<file path="src/design/cpl_err_log_pkg.sv">
/*
 * Holds the register map, field positions, reset values and completion
 * status codes of the root-port completion error logger.
 * Assumes a 32-bit AXI4-Lite register bus with one aligned word per register.
 */
package cpl_err_log_pkg;

  // ==========================================================================
  // Register byte offsets.
  localparam logic [7:0] STATUS_COMMAND_OFS = 8'h00;
  localparam logic [7:0] SEC_STATUS_OFS     = 8'h04;
  localparam logic [7:0] HDR_WORD1_OFS      = 8'h08;
  localparam logic [7:0] HDR_WORD2_OFS      = 8'h0c;
  localparam logic [7:0] ACK_TIMER_OFS      = 8'h10;
  localparam logic [7:0] IRQ_STATUS_OFS     = 8'h14;
  localparam logic [7:0] IRQ_MASK_OFS       = 8'h18;

  // ==========================================================================
  // Field positions.
  localparam int MASTER_ABORT_BIT = 29;
  localparam int TARGET_ABORT_BIT = 28;
  localparam int CPL_STATUS_LSB   = 21;
  localparam int CPL_STATUS_MSB   = 23;
  localparam int IRQ_UR_BIT       = 0;
  localparam int IRQ_CA_BIT       = 1;
  localparam int IRQ_HDR_BIT      = 2;

  // ==========================================================================
  // Completion status codes and reset values.
  localparam logic [2:0]  CPL_STATUS_UR   = 3'h1;
  localparam logic [2:0]  CPL_STATUS_CA   = 3'h4;
  localparam logic [31:0] ACK_TIMER_RESET = 32'h0000_0000;
  localparam logic [1:0]  RESP_OKAY       = 2'h0;
  localparam logic [1:0]  RESP_SLVERR     = 2'h2;

endpackage : cpl_err_log_pkg

</file>
<file path="src/design/cpl_err_log.sv">
/*
 * Root-port completion error logger: abort flags in the status/command and
 * secondary status registers, completion header capture, ack timer config
 * and a read-to-clear interrupt, all behind an AXI4-Lite slave.
 * Assumes completion headers arrive from link logic on the same clock.
 */
// Decided for this implementation: the AXI4-Lite register port and the placing of the registers.
// Contract
// - Unsupported-request completion sets master-abort flag in both status registers.
// - Completer-abort completion sets target-abort flag in both status registers.
// - Each parsed completion header is stored in the header log registers.
// - Header log word one holds completion status in bits 23:21.
// - Writing one ack timer field leaves the other field unchanged.
`timescale 1ns/10ps
module cpl_err_log
  import cpl_err_log_pkg::*;
(
  // Clock and reset.
  input  wire logic        core_clk,
  input  wire logic        srst,
  // Completion header from the link logic.
  input  wire logic        cplValid,
  input  wire logic [31:0] cplHdrWord1,
  input  wire logic [31:0] cplHdrWord2,
  // AXI4-Lite write address and data.
  input  wire logic [7:0]  awaddr,
  input  wire logic        awvalid,
  output logic             awready,
  input  wire logic [31:0] wdata,
  input  wire logic [3:0]  wstrb,
  input  wire logic        wvalid,
  output logic             wready,
  // AXI4-Lite write response.
  output logic [1:0]       bresp,
  output logic             bvalid,
  input  wire logic        bready,
  // AXI4-Lite read.
  input  wire logic [7:0]  araddr,
  input  wire logic        arvalid,
  output logic             arready,
  output logic [31:0]      rdata,
  output logic [1:0]       rresp,
  output logic             rvalid,
  input  wire logic        rready,
  // Interrupt.
  output logic             irq
);

  // ==========================================================================
  // Declarations.
  logic [31:0] statusCommand_reg;
  logic [31:0] secStatus_reg;
  logic [31:0] hdrWord1_reg;
  logic [31:0] hdrWord2_reg;
  logic [31:0] ackTimer_reg;
  logic [2:0]  irqStatus_reg;
  logic [2:0]  irqMask_reg;
  logic        awHeld_reg;
  logic        wHeld_reg;
  logic [7:0]  wrAddr_reg;
  logic [31:0] wrData_reg;
  logic [3:0]  wrStrb_reg;
  logic        gotUr;
  logic        gotCa;
  logic        doWrite;
  logic        doRead;
  logic [31:0] wrMask;
  logic [31:0] rdValue_next;
  logic        rdHit_next;

  // Decode the completion status of the arriving header.
  assign gotUr   = cplValid && (cplHdrWord1[CPL_STATUS_MSB:CPL_STATUS_LSB] == CPL_STATUS_UR);
  assign gotCa   = cplValid && (cplHdrWord1[CPL_STATUS_MSB:CPL_STATUS_LSB] == CPL_STATUS_CA);
  assign doWrite = awHeld_reg && wHeld_reg && !bvalid;
  assign doRead  = arvalid && arready;

  // Byte strobes widened to a bit mask; only enabled lanes are touched.
  always_comb begin
    for (int i = 0; i < 4; i++) begin
      wrMask[i*8 +: 8] = {8{wrStrb_reg[i]}};
    end
  end

  // ==========================================================================
  // AXI4-Lite write channel: address and data are taken in either order.
  always_ff @(posedge core_clk) begin
    if (srst) begin
      awready    <= 1'b1;
      wready     <= 1'b1;
      awHeld_reg <= 1'b0;
      wHeld_reg  <= 1'b0;
      bvalid     <= 1'b0;
      bresp      <= RESP_OKAY;
      wrAddr_reg <= 8'h00;
      wrData_reg <= 32'h0000_0000;
      wrStrb_reg <= 4'h0;
    end else begin
      if (awvalid && awready) begin
        awHeld_reg <= 1'b1;
        awready    <= 1'b0;
        wrAddr_reg <= awaddr;
      end
      if (wvalid && wready) begin
        wHeld_reg  <= 1'b1;
        wready     <= 1'b0;
        wrData_reg <= wdata;
        wrStrb_reg <= wstrb;
      end
      if (doWrite) begin
        awHeld_reg <= 1'b0;
        wHeld_reg  <= 1'b0;
        bvalid     <= 1'b1;
        case (wrAddr_reg)
          STATUS_COMMAND_OFS, SEC_STATUS_OFS, ACK_TIMER_OFS, IRQ_MASK_OFS,
          HDR_WORD1_OFS, HDR_WORD2_OFS, IRQ_STATUS_OFS: bresp <= RESP_OKAY;
          default: bresp <= RESP_SLVERR;
        endcase
      end
      if (bvalid && bready) begin
        bvalid  <= 1'b0;
        awready <= 1'b1;
        wready  <= 1'b1;
      end
    end
  end

  // ==========================================================================
  // Status/command and secondary status: flags set by hardware, cleared by
  // writing one. A completion in the same cycle as the clear wins, so an
  // abort is never lost to a racing software clear.
  always_ff @(posedge core_clk) begin
    if (srst) begin
      statusCommand_reg <= 32'h0000_0000;
      secStatus_reg     <= 32'h0000_0000;
    end else begin
      if (doWrite && wrAddr_reg == STATUS_COMMAND_OFS) begin
        statusCommand_reg[15:0] <= (statusCommand_reg[15:0] & ~wrMask[15:0])
                                 | (wrData_reg[15:0] & wrMask[15:0]);
        statusCommand_reg[31:16] <= statusCommand_reg[31:16]
                                  & ~(wrData_reg[31:16] & wrMask[31:16]);
      end
      if (doWrite && wrAddr_reg == SEC_STATUS_OFS) begin
        secStatus_reg[15:0] <= (secStatus_reg[15:0] & ~wrMask[15:0])
                             | (wrData_reg[15:0] & wrMask[15:0]);
        secStatus_reg[31:16] <= secStatus_reg[31:16] & ~(wrData_reg[31:16] & wrMask[31:16]);
      end
      if (gotUr) begin
        statusCommand_reg[MASTER_ABORT_BIT] <= 1'b1;
        secStatus_reg[MASTER_ABORT_BIT]     <= 1'b1;
      end
      if (gotCa) begin
        statusCommand_reg[TARGET_ABORT_BIT] <= 1'b1;
        secStatus_reg[TARGET_ABORT_BIT]     <= 1'b1;
      end
    end
  end

  // ==========================================================================
  // Header log: every completion overwrites the captured words, so software
  // sees the most recent one only.
  always_ff @(posedge core_clk) begin
    if (srst) begin
      hdrWord1_reg <= 32'h0000_0000;
      hdrWord2_reg <= 32'h0000_0000;
    end else if (cplValid) begin
      hdrWord1_reg <= cplHdrWord1;
      hdrWord2_reg <= cplHdrWord2;
    end
  end

  // ==========================================================================
  // Ack timer: each field sits in its own byte lanes, so a strobed write
  // to one field cannot disturb the other whatever the link rate.
  always_ff @(posedge core_clk) begin
    if (srst) begin
      ackTimer_reg <= ACK_TIMER_RESET;
    end else if (doWrite && wrAddr_reg == ACK_TIMER_OFS) begin
      ackTimer_reg <= (ackTimer_reg & ~wrMask) | (wrData_reg & wrMask);
    end
  end

  // ==========================================================================
  // Interrupt status is cleared by a read of it; a new event wins the race.
  always_ff @(posedge core_clk) begin
    if (srst) begin
      irqStatus_reg <= 3'h0;
      irqMask_reg   <= 3'h0;
      irq           <= 1'b0;
    end else begin
      irqStatus_reg <= ((doRead && araddr == IRQ_STATUS_OFS) ? 3'h0 : irqStatus_reg)
                     | {cplValid, gotCa, gotUr};
      if (doWrite && wrAddr_reg == IRQ_MASK_OFS && wrStrb_reg[0]) begin
        irqMask_reg <= wrData_reg[2:0];
      end
      irq <= |(irqStatus_reg & irqMask_reg);
    end
  end

  // Read decode.
  always_comb begin
    rdHit_next = 1'b1;
    case (araddr)
      STATUS_COMMAND_OFS: rdValue_next = statusCommand_reg;
      SEC_STATUS_OFS:     rdValue_next = secStatus_reg;
      HDR_WORD1_OFS:      rdValue_next = hdrWord1_reg;
      HDR_WORD2_OFS:      rdValue_next = hdrWord2_reg;
      ACK_TIMER_OFS:      rdValue_next = ackTimer_reg;
      IRQ_STATUS_OFS:     rdValue_next = {29'h0, irqStatus_reg};
      IRQ_MASK_OFS:       rdValue_next = {29'h0, irqMask_reg};
      default: begin
        rdValue_next = 32'h0000_0000;
        rdHit_next   = 1'b0;
      end
    endcase
  end

  // ==========================================================================
  // AXI4-Lite read channel: one read at a time, answer one cycle after.
  always_ff @(posedge core_clk) begin
    if (srst) begin
      arready <= 1'b1;
      rvalid  <= 1'b0;
      rdata   <= 32'h0000_0000;
      rresp   <= RESP_OKAY;
    end else if (doRead) begin
      arready <= 1'b0;
      rvalid  <= 1'b1;
      rdata   <= rdValue_next;
      rresp   <= rdHit_next ? RESP_OKAY : RESP_SLVERR;
    end else if (rvalid && rready) begin
      rvalid  <= 1'b0;
      arready <= 1'b1;
    end
  end
endmodule : cpl_err_log

</file>
<file path="config.mk">
export PLATFORM = sky130hd
export DESIGN_NAME = cpl_err_log
export DESIGN_NICKNAME = d
export VERILOG_FILES = /design/src/design/cpl_err_log_pkg.sv /design/src/design/cpl_err_log.sv
export SDC_FILE = /design/constraint.sdc
export NUM_CORES = 1
export LEC_CHECK = 0
export ABC_AREA = 1
export BUFFER_PORTS_ARGS = -buffer_cell sky130_fd_sc_hd__buf_4
export CAP_MARGIN = 0
export CORE_MARGIN = 2
export CORE_UTILIZATION = 40
export CTS_BUF_LIST = sky130_fd_sc_hd__clkbuf_8 sky130_fd_sc_hd__clkbuf_16
export CTS_CLUSTER_DIAMETER = 80
export DETAILED_ROUTE_END_ITERATION = 10
export PLACE_DENSITY = 0.71
export RECOVER_POWER = 100
export SETUP_SLACK_MARGIN = 0.15
export SLEW_MARGIN = 40
export SYNTH_ARGS = -nofsm -noshare
export SYNTH_HDL_FRONTEND = slang
export SYNTH_SLANG_ARGS = --single-unit
</file>
<file path="constraint.sdc">
create_clock -name core_clk -period 1.4 [get_ports core_clk]
set_input_delay 0.07 -clock core_clk [delete_from_list [all_inputs] [get_ports core_clk]]
set_output_delay 0.07 -clock core_clk [all_outputs]
set_load 0.01 [all_outputs]
</file>
==> results of run 1 <==
## placed cells by master (no fill, tap or decap), types with 36 or more instances in the layout
master,n
a21oi_1,86
buf_4,160
clkbuf_1,42
dfxtp_1,245
dlygate4sd3_1,114
inv_1,102
nand2_1,144
nand3_1,149
nor2_1,245
o21ai_0,153
o21ai_1,36
## worst paths after layout
check	from	to	slack [ns]	depth (start not counted)
worst max-delay path	wrAddr_reg[0]	register	-0.09	8
worst min register to register	register	register	0.45	2
worst min-delay path	araddr[0]	rresp[1]	0.04	5
worst max register to register	wrAddr_reg[0]	register	-0.09	8
## worst reg2reg max path: cells and delay by family (launching register included)
kind	cells	cell delay [ns]
simple gates	4	0.66
flops	1	0.33
compound gates	2	0.18
buf+inv	2	0.26
## where the power goes
| group | total [mW] | switching [mW] | internal, mW |
|---|---|---|---|
| logic | 1.63 | 0.840 | 0.794 |
| clock network | 7.18 | 2.89 | 4.29 |
| registers | 7.71 | 0.261 | 7.45 |
## area by class of cell
cell class	count	area, sq um
fillers	2307	10710
inverters	108	410.4
multi-input cells	940	4725
flip-flops and latches	252	5054
well taps	330	412.9
repair buffers	350	2977
clock inverters	16	147.6
clock buffers	32	744.5
## stage by stage
step,power [mW],std cells,utilization (%)
after floorplan,8.438,1390,-
after global placement,9.039,1844,47.87
after detailed placement,9.066,1844,47.87
after CTS,16.51,2018,57.24
after global routing,17.16,2028,57.46
final,16.52,2028,57.46
## cell families (layout without fill, tap and decap cells)
kind of cell	count (synthesis)	in the layout	share of synthesized area, %
AO/OA/AOI/OAI	356	356	18.51
buffers and inverters	201	506	7.873
flip-flops	252	252	49.29
other	1	2	0.03664
AND/OR/NAND/NOR	579	582	24.29
## routing by layer
layer  up-vias  part of all wire, %  track usage (%)
met1      4763                   48            35.64
met4         0                  1.7            5.423
met3        44                  8.6            3.434
met2       446                   42            33.73
li1       5168                    -                -
met5         -                    0                0
## what timing repair did
item | in CTS | in global routing
buffers inserted | 8 | 7
hold endpoints to repair | 136 | 1
pin swaps | 29 | 22
gates resized for setup | 100 | 52
cloned | 4 | 3
hold buffers | 114 | 1
setup endpoints to repair | 100 | 159
==> qor.yml, run 1 <==
slew_violations: 0
clockBufferDepth: 3
skew_ns: 0.008760
violations: "setup timing"
ys_types: 30
nets: 1802
syn_to_final_growth_pct: 41.38
status: "complete, but fails checks"
synth_seq_cells: 252
setup_slack_ns: -0.09362
drive_above_1_share_pct: 20.20
cpMostUsedCell: "nor2_4"
htree_num_levels: 1
totalWireLength_mm: 32.34
postRouteAntennaNets: 0
grt_pass1_wl_mm: 50.05
hold_class: "in -> reg"
pre_cts_slack_ns: -0.07774
drc_errors: 0
netlist_area_sq_um: 10230
cts_inserted_buffers: 26
fin_crit_ns: 1.494
io_buffer_count: 163
final_area_sq_um: 14470
crit_fanout: 6
hpwl_mm: 20.96
die_w_um: 164.0
first_iter_violations: 971
num_antenna_cells: 0
hold_violations: 0
critical_path_buf_inv_count: 2
num_vias: 10421
core-area_sq_um: 25180
grt_overflow_total: 0
synth_commonest_cells: "dfxtp_1, nor2_1, o21ai_0, nand2_1, nand3_1"
insertion_delay_ns: 0.53
yosys.cell_count.top_type: "dfxtp_1"
synth_top_area_share_pct: 49.29
async_flop_share_pct: 0
slew-limit-headroom_pct: 52.62
holdWs_ns: 0.03544
grt_pass1_vias: 9565
yosysSeqAreaShare_pct: 49.29
vias_per_cell: 5.139
worst_setup_path_start_kind: "register"
crit_family: "simple AND/OR/NAND/NOR gates"
cp.required_ns: 1.86
grt_util_all_layers_pct: 23.13
avgSynthCellArea_sq_um: 7.368
synthFlopType: "dfxtp_1"
die_area_sq_um: 26880
setup_viol: 89
die_h_um: 164.0
setup-tns-final_ns: -4.333
max-cap-violations: 0
worst_pin_slew_ns: 0.7098
p_leak_nw: 6.155
synth_edf_count: 0
pwr_density_cell_nw_per_um2: 1142
grt_max_degree: 87
max-vdd-ir-drop_v: 0.0006572
initial_utilization_pct: 40.64
pin_count: 166
fmaxAchievable_mhz: 669.5
synthTopCellsByArea: "dfxtp_1, o21ai_0, nor2_1"
crit_path_cell_trace: "nor2_4, inv_1, nor3_4, nand2_4, nor2_4, buf_6, o21ai_1, a21oi_1"
period_share_pct: 106.7
antenna_found_initial: 0
critPathKind: "reg -> reg"
worstPathArrival_ns: 1.96
cp-end-kind: "register"
path_clk_slew_ns: 0.06
cts_sinks: 252
ys_warn_count: 0
firstDrtPassIters: 5
synth_top_area_cell: "dfxtp_1"
placed_cell_area_sq_um: 12060
routabilityCongestion: 0.8547
std_cell_rows: 58
wl_per_cell_um: 15.95
syn_inst: 1389
rsz0062_at_grt: "true"
cts_tree: "built"
clockRootBuffer: "clkbuf_16"
slowest_stage: "dfxtp_2"
slowest_delay_ns: 0.33
No activity file was read; power rests on OpenSTA's default activity.
==> run 2: changes to the inputs <==
- PLACE_DENSITY: 0.71 -> 0.69
- clock period: 1.4 -> 1.7 ns (I/O delays scaled with it)
==> qor.yml, run 2 (same netlist as run 1, synthesis figures left out) <==
status: "finished, final reports clean"
grt_pass1_wl_mm: 48.00  # -4.1%
fin_crit_ns: 1.561  # +0.06778 ns
p_leak_nw: 5.924  # -3.8%
grt_pass1_vias: 9175  # -4.1%
period_share_pct: 91.85  # -15 points
first_iter_violations: 788  # -19%
postRouteAntennaNets: 0  # unchanged
num_antenna_cells: 0  # unchanged
worst_setup_path_start_kind: "register"
crit_fanout: 8  # +2
critPathKind: "reg -> reg"
fmaxAchievable_mhz: 640.5  # -4.3%
holdWs_ns: 0.03101  # -0.004431 ns
vias_per_cell: 5.058  # -1.6%
initial_utilization_pct: 40.64  # unchanged
cts_tree: "built"
syn_to_final_growth_pct: 35.94
std_cell_rows: 58  # unchanged
die_w_um: 164.0  # unchanged
die_h_um: 164.0  # unchanged
grt_overflow_total: 0  # unchanged
pin_count: 166  # unchanged
pwr_density_cell_nw_per_um2: 974.8  # -15%
final_cell_mix: "nor2_1, dfxtp_1, o21ai_0, nand2_1, nand3_1"
drc_errors: 0  # unchanged
hold_class: "in -> reg"
placed_cell_area_sq_um: 11900  # -1.3%
io_buffer_count: 163  # unchanged
nFillCells: 2352  # +2.0%
nets: 1772  # -1.7%
cts_sinks: 252  # unchanged
hpwl_mm: 20.63  # -1.6%
antenna_found_initial: 0  # unchanged
final_area_sq_um: 13910  # -3.8%
routabilityCongestion: 0.8481  # -0.77%
slew_violations: 0  # unchanged
core-area_sq_um: 25180  # unchanged
num_vias: 10091  # -3.2%
cts_inserted_buffers: 26  # unchanged
rsz0062_at_grt: "true"
setup_viol: 0  # -100%
clockBufferDepth: 3  # unchanged
hold_violations: 0  # unchanged
die_area_sq_um: 26880  # unchanged
setup-tns-final_ns: 0  # +4.333 ns
firstDrtPassIters: 7  # +2
cp.required_ns: 2.12  # +0.26 ns
skew_ns: 0.007174  # -0.001586 ns
totalWireLength_mm: 30.82  # -4.7%
max-cap-violations: 0  # unchanged
drive_above_1_share_pct: 15.08  # -5.1 points
cp-end-kind: "register"
worstPathArrival_ns: 1.99  # +0.03 ns
max-vdd-ir-drop_v: 0.0005035  # -23%
clockRootBuffer: "clkbuf_16"
grt_max_degree: 55  # -37%
wl_per_cell_um: 15.45  # -3.1%
worst_pin_slew_ns: 1.322  # +0.6127 ns
insertion_delay_ns: 0.53  # about the same
grt_util_all_layers_pct: 22.03  # -1.1 points
htree_num_levels: 1  # unchanged
slew-limit-headroom_pct: 11.74  # -41 points
path_clk_slew_ns: 0.06  # about the same
run 2: area by class of cell:
type                       instances  area (sq um)  share of cell area [%]
sequential                       252          5046                   36.27
multi-input combinational        939          4473                   32.15
timing repair buffer             321          2669                   19.18
clock buffer                      32         744.5                   5.351
tap                              330         412.9                   2.968
inverter                         108         405.4                   2.914
clock inverter                    13         162.7                   1.169
run 2: what timing repair did:
item / CTS / global route
hold endpoints to repair: 120 / 0
pin swaps: 0 / 13
hold buffers: 112 / 0
gates resized for setup: 1 / 75
setup endpoints to repair: 10 / 81
gates cloned: 0 / 4
setup buffers: 0 / 5
run 2: worst paths after layout:
path                          end  slack, ns           from  depth (start not counted)
hold / removal    hdrWord1_reg[4]       0.03       cplValid                          3
hold reg to reg          register       0.45       register                          2
setup / recovery         register       0.14  wrAddr_reg[4]                          7
setup reg to reg         register       0.14  wrAddr_reg[4]                          7
run 2: critical path, stage by stage, from the launching register on:
cell     delay [ns]
dfxtp_1        0.31
inv_1          0.07
nand4_1        0.23
nor3_4         0.31
nand2_1        0.16
buf_6          0.19
o21ai_2        0.13
a21oi_2        0.05
run 2: through the flow:
stage | setup slack [ns] | std cells | util [%] | power, mW
finish | 0.1386 | 1995 | 55.25 | 13.56
global route | 0.04587 | 1995 | 55.25 | 14.05
CTS | 0.1523 | 1986 | 55.31 | 13.61
detailed placement | 0.1189 | 1829 | 47.24 | 7.438
global placement | 0.1799 | 1829 | 47.24 | 7.417
floorplan | 0.2054 | 1390 | - | 6.944
run 2: layer usage:
metal  vias to the layer above  share of wire, %  global-route usage (%)
met2                       383                41                   31.07
met1                      4560                50                   34.51
met5                         -                 0                       0
met3                        50               7.6                   3.611
met4                         0               1.8                   5.463
li1                       5098                 -                       -
run 2: where the power goes:
part           switching, mW  leakage (nW)  internal (mW)
sequential             0.191          2.06           6.13
combinational          0.636          3.40          0.598
clock                   2.33         0.462           3.68
total                   3.16          5.92           10.4
==> run 3: changes to the inputs <==
- CTS_CLUSTER_SIZE: not set -> 10
- RECOVER_POWER: 100 -> 25
- TNS_END_PERCENT: not set -> 5
==> qor.yml, run 3 (same netlist as run 1, synthesis figures left out) <==
skew_ns: 0.01423  # +0.007060 ns
die_area_sq_um: 26880  # unchanged
cp.required_ns: 2.12  # about the same
worst_setup_path_start_kind: "register"
mostFrequentLayoutCell: "nor2_1"
first_iter_violations: 844  # +7.1%
nets: 1775  # +0.17%
grt_max_degree: 55  # unchanged
antenna_found_initial: 0  # unchanged
critical_path_buf_inv_count: 2  # unchanged
clockBufferDepth: 3  # unchanged
grt_util_all_layers_pct: 22.04  # about the same
routabilityCongestion: 0.8481  # unchanged
critPathKind: "reg -> reg"
hold_violations: 0  # unchanged
slowest_stage: "nor3_4"
pin_count: 166  # unchanged
totalWireLength_mm: 30.60  # -0.72%
comb_power_share_pct: 9.8  # +0.7 points
fin_crit_ns: 1.530  # -0.03145 ns
vias_per_cell: 5.068  # +0.20%
slew-limit-headroom_pct: 13.47  # +1.7 points
hpwl_mm: 20.63  # unchanged
crit_family: "simple AND/OR/NAND/NOR gates"
insertion_delay_ns: 0.54  # about the same
cts_inserted_buffers: 29  # +12%
firstDrtPassIters: 5  # -2
nFillCells: 2321  # -1.3%
placed_cell_area_sq_um: 11900  # unchanged
grt_overflow_total: 0  # unchanged
power.internal_mw: 9.727  # -6.5%
hold_class: "in -> reg"
max-vdd-ir-drop_v: 0.0006721  # +33%
cts_tree: "built"
final_cell_mix: "nor2_1, dfxtp_1, buf_4, o21ai_0, nand2_1"
core-area_sq_um: 25180  # unchanged
syn_to_final_growth_pct: 35.78
slowest_delay_ns: 0.35  # +0.04 ns
die_h_um: 164.0  # unchanged
reg2reg_slack_ns: 0.17  # +0.03 ns
clockRootBuffer: "clkbuf_16"
wl_per_cell_um: 15.45  # about the same
io_buffer_count: 163  # unchanged
grt_pass1_wl_mm: 47.99  # about the same
rsz0062_at_grt: "true"
drive_above_1_share_pct: 17.15  # +2.1 points
crit_fanout: 8  # unchanged
pwr-share-seq_pct: 49.5  # +2.9 points
pre_cts_slack_ns: 0.1189  # unchanged
worst_pin_slew_ns: 1.296  # -0.02601 ns
p_switching_mw: 3.055  # -3.2%
period_share_pct: 90.00  # -1.8 points
final_area_sq_um: 13900  # -0.12%
worstPathArrival_ns: 1.95  # -0.04 ns
die_w_um: 164.0  # unchanged
max-cap-violations: 0  # unchanged
fmaxAchievable_mhz: 653.6  # +2.1%
regArea_sq_um: 5049  # about the same
p_sw_share_pct: 23.90  # +0.64 points
crit_path_cell_trace: "inv_2, nand4_1, nor3_4, nand2_2, buf_6, o21ai_0, a21oi_1"
multiInputGateArea_sq_um: 4477  # about the same
std_cell_rows: 58  # unchanged
setup_viol: 0  # unchanged
setup_slack_ns: 0.1701  # +0.03145 ns
setup-tns-final_ns: 0  # unchanged
cp_num_cells: 7  # unchanged
grt_pass1_vias: 9122  # -0.58%
initial_utilization_pct: 40.64  # unchanged
cts_sinks: 252  # unchanged
path_clk_slew_ns: 0.06  # about the same
htree_num_levels: 1  # unchanged
p_leak_nw: 5.960  # +0.62%
drc_errors: 0  # unchanged
num_vias: 10035  # -0.55%
status: "finished, final reports clean"
num_antenna_cells: 0  # unchanged
r2r-start: "wrAddr_reg[4]"
pwr_density_cell_nw_per_um2: 919.8  # -5.6%
slew_violations: 0  # unchanged
r2r_cells: 7  # unchanged
cp-startpoint: "wrAddr_reg[4]"
power_mw: 12.78  # -5.8%
clkPwrFrac_pct: 40.7  # -3.6 points
cp-end-kind: "register"
postRouteAntennaNets: 0  # unchanged
run 3: cell types whose count changed in the layout (fill, tap and decap cells not counted), moves of 3 or more:
cell / previous run / this run
buf_4: 144 / 184
bufinv_16: 4 / 0
clkbuf_1: 44 / 7
clkbuf_8: 5 / 0
clkinv_2: 4 / 0
inv_1: 104 / 97
inv_2: 8 / 11
o21ai_0: 190 / 173
o21ai_1: 17 / 34
run 3: worst reg2reg max path, delay by kind of cell (launching register included):
| kind | cells | cell delay (ns) |
|---|---|---|
| buffers and inverters | 2 | 0.22 |
| AND/OR/NAND/NOR | 3 | 0.69 |
| AO/OA/AOI/OAI | 2 | 0.19 |
| flip-flops | 1 | 0.32 |
run 3: metrics by stage:
step	hold slack [ns]	util, %	instances
after floorplan	0.1935	-	1390
after global placement	0.3102	47.24	1829
after detailed placement	0.3101	47.24	1829
after CTS	0.0006735	54.62	1971
after global routing	0.05583	55.19	1980
final	0.03104	55.19	1980
run 3: power groups by stage:
stage	sequential, mW	clock [mW]	combinational [mW]
after floorplan	6.37	0	0.572
after global placement	6.42	0	0.994
after detailed placement	6.43	0	1.01
after CTS	6.31	5.28	1.22
after global routing	6.35	5.53	1.39
final	6.33	5.20	1.25
run 3: layer usage:
metal | track usage (%) | routed length (um) | vias up
met4 | 5.423 | 520 | 0
met5 | 0 | 0 | -
met1 | 34.84 | 15220 | 4515
li1 | - | - | 5087
met2 | 31.28 | 12540 | 391
met3 | 2.854 | 2321 | 42
run 3: repair_timing:
action | CTS | global route
setup buffers | 0 | 5
hold buffers | 112 | 0
setup endpoints to repair | 10 | 80
gates cloned | 0 | 4
endpoints found under the hold margin | 120 | 0
pin swaps | 0 | 7
resized for setup | 2 | 59
run 3: cell type report:
class                   instances  area share, %
inverters                     108          2.917
clock inverters                 1        0.06302
repair buffers                322          20.28
well taps                     330          2.971
clock buffers                  29          5.222
multi-input cells             938          32.21
flip-flops and latches        252          36.33
run 3: worst min-delay path by stage:
| stage | startpoint | to | slack (ns) | depth (start not counted) |
|---|---|---|---|---|
| final | cplValid | hdrWord1_reg[1] | 0.03 | 3 |
| after global routing | cplValid | hdrWord1_reg[10] | 0.06 | 3 |
| after CTS | srst | irq | 0.0007 | 4 |
| after detailed placement | cplHdrWord1[6] | hdrWord1_reg[6] | 0.31 | 3 |
| after global placement | cplHdrWord1[8] | hdrWord1_reg[8] | 0.31 | 3 |
| after floorplan | srst | awready | 0.19 | 2 |
